$ cat config.mk
export PLATFORM = sky130hd
export DESIGN_NAME = sos_status_output_selector
export DESIGN_NICKNAME = d
export VERILOG_FILES = /design/src/rtl/sos_pkg.sv /design/src/rtl/sos_status_output_selector.sv
export SDC_FILE = /design/constraint.sdc
export NUM_CORES = 1
export LEC_CHECK = 0
export ABC_CLOCK_PERIOD_IN_PS = 3000
export BUFFER_PORTS_ARGS = -buffer_cell sky130_fd_sc_hd__buf_2
export CELL_PAD_IN_SITES_DETAIL_PLACEMENT = 0
export CELL_PAD_IN_SITES_GLOBAL_PLACEMENT = 1
export CORE_MARGIN = 4
export CORE_UTILIZATION = 35
export CTS_CLUSTER_SIZE = 10
export DETAILED_ROUTE_END_ITERATION = 12
export PLACE_DENSITY = 0.73
export REMOVE_ABC_BUFFERS = 1
export SYNTH_ARGS = -nofsm -noshare
export SYNTH_HDL_FRONTEND = slang
export SYNTH_SLANG_ARGS = --single-unit
$ cat constraint.sdc
create_clock -name clk_i -period 3 [get_ports clk_i]
set_clock_uncertainty 0.15 [all_clocks]
set_input_delay 0 -clock clk_i [delete_from_list [all_inputs] [get_ports clk_i]]
set_output_delay 0 -clock clk_i [all_outputs]
set_load 0.005 [all_outputs]
$ cat src/rtl/sos_pkg.sv
// Purpose: constants and carrier types for the status output selector
// Assumes: 32-bit Avalon-MM register window, byte addresses, one word per register
// Notes:   all selector registers are 8 bits wide and sit in the low byte
package sos_pkg;

  // register map, byte addresses
  localparam logic [7:0] OUT_SEL_BASE  = 8'h00;
  localparam logic [7:0] IN_SEL_BASE   = 8'h18;
  localparam logic [7:0] OUT_STAT_ADDR = 8'h30;
  localparam logic [7:0] IN_STAT_ADDR  = 8'h34;
  localparam logic [7:0] CODE_ADDR     = 8'h38;
  localparam logic [7:0] SEL_RESET     = 8'h00;
  localparam logic [7:0] OUT_SEL_MAX   = 8'h15;
  localparam logic [7:0] IN_SEL_MAX    = 8'h17;

  // output selector codes
  localparam logic [4:0] SEL_NONE     = 5'h00;
  localparam logic [4:0] SEL_RUN      = 5'h01;
  localparam logic [4:0] SEL_FREQ_OK  = 5'h02;
  localparam logic [4:0] SEL_ZERO_CMD = 5'h03;
  localparam logic [4:0] SEL_TORQUE   = 5'h04;
  localparam logic [4:0] SEL_BLOCK    = 5'h05;
  localparam logic [4:0] SEL_UNDERV   = 5'h06;
  localparam logic [4:0] SEL_EXT_MODE = 5'h07;
  localparam logic [4:0] SEL_FAULT    = 5'h08;
  localparam logic [4:0] SEL_DESIRED  = 5'h09;
  localparam logic [4:0] SEL_CNT_TERM = 5'h0A;
  localparam logic [4:0] SEL_CNT_PRE  = 5'h0B;
  localparam logic [4:0] SEL_OV_STALL = 5'h0C;
  localparam logic [4:0] SEL_OC_STALL = 5'h0D;
  localparam logic [4:0] SEL_HOT      = 5'h0E;
  localparam logic [4:0] SEL_DC_OVER  = 5'h0F;
  localparam logic [4:0] SEL_LOOP     = 5'h10;
  localparam logic [4:0] SEL_FWD      = 5'h11;
  localparam logic [4:0] SEL_REV      = 5'h12;
  localparam logic [4:0] SEL_ZERO_OUT = 5'h13;
  localparam logic [4:0] SEL_COMM     = 5'h14;
  localparam logic [4:0] SEL_BRAKE    = 5'h15;

  // input selector codes
  localparam logic [7:0] IN_STEP_BIT0 = 8'h01;
  localparam logic [7:0] IN_STEP_BIT1 = 8'h02;

  // drive fault sources
  typedef struct packed {
    logic overcurrent;
    logic overvoltage;
    logic overheat;
    logic overload;
    logic ext_fault;
    logic ground_fault;
  } sos_faults_s;

  // communication class warnings
  typedef struct packed {
    logic feedback_err;
    logic comm_err;
    logic overload_warn;
    logic save_warn;
  } sos_warn_s;

  // status conditions from the drive control logic
  typedef struct packed {
    logic        ready;
    logic        run_cmd;
    logic        stop_cmd;
    logic        freq_attained;
    logic        cmd_below_min;
    logic        over_torque;
    logic        output_blocked;
    logic        undervoltage;
    logic        ext_cmd_source;
    sos_faults_s faults;
    logic        desired_attained;
    logic        count_terminal;
    logic        count_prelim;
    logic        ov_stall;
    logic        oc_stall;
    logic        heatsink_warn;
    logic        dcbus_over;
    logic        process_loop_control;
    logic        forward_dir;
    logic        reverse_dir;
    logic        freq_delivered;
    sos_warn_s   warnings;
    logic        freq_ge_upper;
    logic        freq_le_lower;
  } sos_status_s;

  // brake sequencing
  typedef enum logic [1:0] {
    BRAKE_IDLE,
    BRAKE_HELD,
    BRAKE_STOPPING
  } sos_brake_e;

endpackage

$ cat src/rtl/sos_status_output_selector.sv
// Purpose: routes drive status conditions to six extension output terminals and
//          decodes six extension input terminals, all set by selector registers
// Assumes: status and terminal inputs are synchronous to clk_i
// Notes:   register access is Avalon-MM with one wait state per transfer
//
// The implementer's own choices: the Avalon-MM interface to the registers and the register offsets.
`timescale 1ns/1ns
module sos_status_output_selector
#(
  parameter int N_OUT = 6,
  parameter int N_IN  = 6
)
(
  // clock and reset
  input  wire logic               clk_i,
  input  wire logic               reset_n_i,
  // avalon-mm slave
  input  wire logic [7:0]         avs_address_i,
  input  wire logic               avs_read_i,
  input  wire logic               avs_write_i,
  input  wire logic [31:0]        avs_writedata_i,
  input  wire logic [3:0]         avs_byteenable_i,
  output logic      [31:0]        avs_readdata_o,
  output logic                    avs_waitrequest_o,
  // drive status conditions
  input  wire sos_pkg::sos_status_s status_i,
  // extension terminals
  input  wire logic [N_IN-1:0]    ext_input_i,
  output logic      [N_OUT-1:0]   ext_output_o,
  // multi-step speed code to the frequency selector
  output logic      [3:0]         step_code_o
);

  localparam int N_SEL = N_OUT + N_IN;

  //////////////////////////////////////////////////////////////////////////////
  // declarations

  logic [7:0]           sel_reg [N_SEL];
  logic                 wait_reg;
  logic [31:0]          rdata_reg;
  logic [N_OUT-1:0]     ext_out_reg;
  logic [N_OUT-1:0]     ext_out_next;
  logic [3:0]           code_reg;
  logic [3:0]           code_next;
  logic [31:0]          cond;
  logic                 brake_on;
  logic                 acc_req;
  logic                 acc_go;
  logic [5:0]           word_idx;
  sos_pkg::sos_brake_e  brake_reg;
  sos_pkg::sos_brake_e  brake_next;

  //////////////////////////////////////////////////////////////////////////////
  // bus handshake

  // a request is seen with waitrequest high, answered one cycle later
  assign acc_req  = avs_read_i | avs_write_i;
  assign acc_go   = acc_req & ~wait_reg;
  assign word_idx = avs_address_i[7:2];

  // waitrequest drops for exactly one cycle per request
  always_ff @(posedge clk_i or negedge reset_n_i)
  begin
    if (!reset_n_i)
      wait_reg <= 1'b1;
    else if (acc_req && wait_reg)
      wait_reg <= 1'b0;
    else
      wait_reg <= 1'b1;
  end

  // read data is captured while waitrequest is still high
  always_ff @(posedge clk_i or negedge reset_n_i)
  begin
    if (!reset_n_i)
      rdata_reg <= 32'h0000_0000;
    else if (avs_read_i && wait_reg)
    begin
      rdata_reg <= 32'h0000_0000;
      if (word_idx < 6'(N_SEL))
        rdata_reg[7:0] <= sel_reg[word_idx[3:0]];
      else if (avs_address_i[7:2] == sos_pkg::OUT_STAT_ADDR[7:2])
        rdata_reg[N_OUT-1:0] <= ext_out_reg;
      else if (avs_address_i[7:2] == sos_pkg::IN_STAT_ADDR[7:2])
        rdata_reg[N_IN-1:0] <= ext_input_i;
      else if (avs_address_i[7:2] == sos_pkg::CODE_ADDR[7:2])
        rdata_reg[3:0] <= code_reg;
    end
  end

  assign avs_readdata_o    = rdata_reg;
  assign avs_waitrequest_o = wait_reg;

  //////////////////////////////////////////////////////////////////////////////
  // selector registers

  // out-of-range values are refused and the old setting kept
  always_ff @(posedge clk_i or negedge reset_n_i)
  begin
    if (!reset_n_i)
    begin
      for (int i = 0; i < N_SEL; i++)
        sel_reg[i] <= sos_pkg::SEL_RESET;
    end
    else if (acc_go && avs_write_i && avs_byteenable_i[0] && word_idx < 6'(N_SEL))
    begin
      if (word_idx < 6'(N_OUT))
      begin
        if (avs_writedata_i[7:0] <= sos_pkg::OUT_SEL_MAX)
          sel_reg[word_idx[3:0]] <= avs_writedata_i[7:0];
      end
      else if (avs_writedata_i[7:0] <= sos_pkg::IN_SEL_MAX)
        sel_reg[word_idx[3:0]] <= avs_writedata_i[7:0];
    end
  end

  //////////////////////////////////////////////////////////////////////////////
  // brake control sequence

  // held from the upper threshold until a stop has brought frequency low
  always_comb
  begin
    brake_next = brake_reg;
    unique case (brake_reg)
      sos_pkg::BRAKE_IDLE:
        if (status_i.freq_ge_upper)
          brake_next = sos_pkg::BRAKE_HELD;
      sos_pkg::BRAKE_HELD:
        if (status_i.stop_cmd && status_i.freq_le_lower)
          brake_next = sos_pkg::BRAKE_IDLE;
        else if (status_i.stop_cmd)
          brake_next = sos_pkg::BRAKE_STOPPING;
      sos_pkg::BRAKE_STOPPING:
        if (status_i.freq_le_lower)
          brake_next = sos_pkg::BRAKE_IDLE;
        else if (status_i.run_cmd && !status_i.stop_cmd)
          brake_next = sos_pkg::BRAKE_HELD;
    endcase
  end

  // brake state register
  always_ff @(posedge clk_i or negedge reset_n_i)
  begin
    if (!reset_n_i)
      brake_reg <= sos_pkg::BRAKE_IDLE;
    else
      brake_reg <= brake_next;
  end

  assign brake_on = (brake_reg != sos_pkg::BRAKE_IDLE);

  //////////////////////////////////////////////////////////////////////////////
  // condition vector indexed by selector value

  always_comb
  begin
    cond                         = 32'h0000_0000;
    cond[sos_pkg::SEL_NONE]      = 1'b0;
    cond[sos_pkg::SEL_RUN]       = status_i.ready | status_i.run_cmd;
    cond[sos_pkg::SEL_FREQ_OK]   = status_i.freq_attained;
    cond[sos_pkg::SEL_ZERO_CMD]  = status_i.cmd_below_min;
    cond[sos_pkg::SEL_TORQUE]    = status_i.over_torque;
    cond[sos_pkg::SEL_BLOCK]     = status_i.output_blocked;
    cond[sos_pkg::SEL_UNDERV]    = status_i.undervoltage;
    cond[sos_pkg::SEL_EXT_MODE]  = status_i.ext_cmd_source;
    cond[sos_pkg::SEL_FAULT]     = |status_i.faults;
    cond[sos_pkg::SEL_DESIRED]   = status_i.desired_attained;
    cond[sos_pkg::SEL_CNT_TERM]  = status_i.count_terminal;
    cond[sos_pkg::SEL_CNT_PRE]   = status_i.count_prelim;
    cond[sos_pkg::SEL_OV_STALL]  = status_i.ov_stall;
    cond[sos_pkg::SEL_OC_STALL]  = status_i.oc_stall;
    cond[sos_pkg::SEL_HOT]       = status_i.heatsink_warn;
    cond[sos_pkg::SEL_DC_OVER]   = status_i.dcbus_over;
    cond[sos_pkg::SEL_LOOP]      = status_i.process_loop_control;
    cond[sos_pkg::SEL_FWD]       = status_i.forward_dir;
    cond[sos_pkg::SEL_REV]       = status_i.reverse_dir;
    cond[sos_pkg::SEL_ZERO_OUT]  = ~status_i.freq_delivered;
    cond[sos_pkg::SEL_COMM]      = |status_i.warnings;
    cond[sos_pkg::SEL_BRAKE]     = brake_on;
  end

  //////////////////////////////////////////////////////////////////////////////
  // terminal routing

  // each output picks its condition; selector 0 picks the constant low bit
  always_comb
  begin
    for (int i = 0; i < N_OUT; i++)
      ext_out_next[i] = cond[sel_reg[i][4:0]];
  end

  // multi-step code bits from inputs programmed 1 and 2; others have no effect
  always_comb
  begin
    code_next = 4'h0;
    for (int i = 0; i < N_IN; i++)
    begin
      if (sel_reg[N_OUT + i] == sos_pkg::IN_STEP_BIT0 && ext_input_i[i])
        code_next[0] = 1'b1;
      if (sel_reg[N_OUT + i] == sos_pkg::IN_STEP_BIT1 && ext_input_i[i])
        code_next[1] = 1'b1;
    end
  end

  // terminal outputs come from flops
  always_ff @(posedge clk_i or negedge reset_n_i)
  begin
    if (!reset_n_i)
      ext_out_reg <= '0;
    else
      ext_out_reg <= ext_out_next;
  end

  // speed code register
  always_ff @(posedge clk_i or negedge reset_n_i)
  begin
    if (!reset_n_i)
      code_reg <= 4'h0;
    else
      code_reg <= code_next;
  end

  assign ext_output_o = ext_out_reg;
  assign step_code_o  = code_reg;
endmodule

==> metrics <==
status=finished, final reports clean; CTS buffer count=17; vias in the first global route=5,268; RR Startpoint=brake_reg[0]; cell family with most CP delay=buffers and inverters; maximum vdd drop=0.3635 mV; largest net degree at the start of global routing=116; Post-CTS Resized=0; max_slew headroom=0.3915; Worst path slowest cell=dlygate4sd3_1; CTS tree=yes; GR Util All Layers=0.1787; Critical Path, Cell by Cell=inv_1, ha_1, a222oi_1, nand4_1, dlygate4sd3_1, o21ai_0, dlygate4sd3_1; CTS root buf=clkbuf_16; setup slack, reg-to-reg=0.24 ns; antenna violations before repair=0; share of layout cells above drive strength 1=0.3536; most frequent cells in the layout=dfrtp_1, buf_2, mux2_2; Post-DP HPWL=13.70 mm; Setup crit end=brake_reg[1]; Final ANT Viol Nets=0; fin worst setup slack=0.2426 ns; clock sink count=115; Least-Margin Pin Slew=0.9127 ns; DRT iter0 DRCs=286; Final #Nets=752; area delta synth->final=18.59%; WP buf/inv=3; commonest non-fill, non-tap cell in the layout=dfrtp_1; Critical Path RT=3.20 ns; Worst R2R Path Depth=7; Finished Layout Cells=941; vias per std cell=5.538; GPL Wtd Cong=0.8624; Die Span Y=149.8 um; initial core utilization=0.3590; CTS H-tree lvls=4; final hold vios=0; reg-to-reg endpoint=brake_reg[1]; drt pass-1 iters=4; row cnt=51; Fin Hold WS=0.02093 ns; Top FF cell, synth=dfrtp_1; worst skew pair latency=0.42 ns; syn_area_per_cell=12.04 um2; CP most frequent cell=dlygate4sd3_1; dpl cells=889; CP Max Fanout=7; Final Max Slew Viols=0; PwrDens=497.5 nW/um2; Synth warnings=0; post-route setup TNS=0 ns; Max Root-Sink Buffers=2; worst hold path type=in2reg; CP startpoint=brake_reg[0]; core area=19,590 um2; Worst Setup Path Type=reg2reg; Period minus WS final=2.757 ns; number of diodes=0; synth unique cells=56; CP peak stage delay=0.58 ns; max FFs per register=96; ys async rst share=1.000; Remaining Overflow, GRT=0; Critical Path AT=2.96 ns; die area=22,430 um2; number of max-cap violations=0; synthesized instance count=584; endpoints failing setup=0; vias=5,211; PortBufs=73; Die W=149.8 um; pre-CTS setup slack=0.6159 ns; Post-synth EDFFs=0; DR WL/cell=20.71 um; DRC viols=0; LEAKAGE=3.628 nW; Synth Cell Area=7033 um2; RSZ-0062 raised after global routing=no; FF+latch count, synth=115; Routed WL=19.48 mm; Startpoint Class=register; Stages on worst setup path=7; fin crit share=0.9191; achievable clock frequency=362.7 MHz; global-route wire length before repair=30.45 mm; post-synthesis sequential area ratio=0.4094; crit end category=register; Clock transition at path regs=0.06 ns; Top Ports=129
-- repair_timing --
action / 4_1_cts / 5_1_grt
setup buffers: 0 / 0
hold endpoints to repair: 175 / 0
hold buffers: 20 / 0
-- report_power, final --
part           internal (W)  switching (W)
registers           0.00159      0.0000267
logic              0.000194       0.000268
clock network       0.00135       0.000726
total               0.00313        0.00102
-- metrics by stage --
| stage | total power, W | instance area, um2 | utilization |
|---|---|---|---|
| after floorplan | 0.001827 | 6750 | - |
| after global placement | 0.002038 | 7530 | 0.3844 |
| after detailed placement | 0.002054 | 7530 | 0.3844 |
| after CTS | 0.004169 | 8341 | 0.4258 |
| after global routing | 0.004298 | 8341 | 0.4258 |
| final | 0.004149 | 8341 | 0.4258 |
-- worst min-delay path by stage --
stage / startpoint / end / slack (ns) / cells past startpoint
floorplan: reset_n_i / avs_readdata_o[0] / -0.45 / 0
global placement: reset_n_i / avs_readdata_o[5] / -0.03 / 2
detailed placement: reset_n_i / avs_readdata_o[5] / -0.01 / 2
CTS: ext_input_i[2] / avs_readdata_o[2] / 0.01 / 5
global route: ext_input_i[5] / avs_readdata_o[5] / 0.09 / 5
finish: ext_input_i[2] / avs_readdata_o[2] / 0.02 / 5
-- cell type report --
class	instances	area, um2
clock buffer	20	456.7
clock inverter	12	153.9
fill	1788	11250
inverter	20	75.07
multi-input combinational	407	3796
sequential	115	2879
tap	265	331.6
timing repair buffer	102	648.1
-- worst reg2reg max path, stage by stage, from the launching register on --
cell and delay [ns]:
dfrtp_1 0.37, inv_1 0.07, ha_1 0.32, a222oi_1 0.43, nand4_1 0.15, dlygate4sd3_1 0.58
o21ai_0 0.07, dlygate4sd3_1 0.56
-- cell usage after synthesis, drive strengths merged, types with 7 or more instances --
library cell,number,area [um2]
nor2,15,56.30
mux2,66,743.2
nor2b,33,206.5
nand2b,13,81.33
a2111oi,7,192.7
buf,51,316.5
clkbuf,16,60.06
mux2i,21,210.2
nor3b,7,52.55
dfrtp,114,2853
a211oi,14,155.1
o21ai,10,50.05
or3,7,63.81
mux4,40,900.9
and2b,14,105.1
nand2,30,112.6
a21oi,10,50.05
inv,20,75.07
-- cells by family (layout without fill, tap and decap cells) --
kind of cell    after synthesis  in the layout  share of synthesized area
simple gates                159            159                     0.1334
buf+inv                      87            154                    0.06422
other cells                   1             26                  0.0005332
compound gates               92             92                     0.1235
flops                       115            115                     0.4094
fa+ha+maj                     3              3                   0.005338
mux                         127            127                     0.2637
-- metal layers --
metal | track usage | routed length, um | vias to the layer above
li1 | - | - | 2299
met1 | 0.2314 | 8335 | 2724
met2 | 0.3052 | 9939 | 160
met3 | 0.02695 | 816 | 28
met4 | 0.06450 | 393 | 0
met5 | 0 | 0 | -
Power figures use the tool's default switching activity.
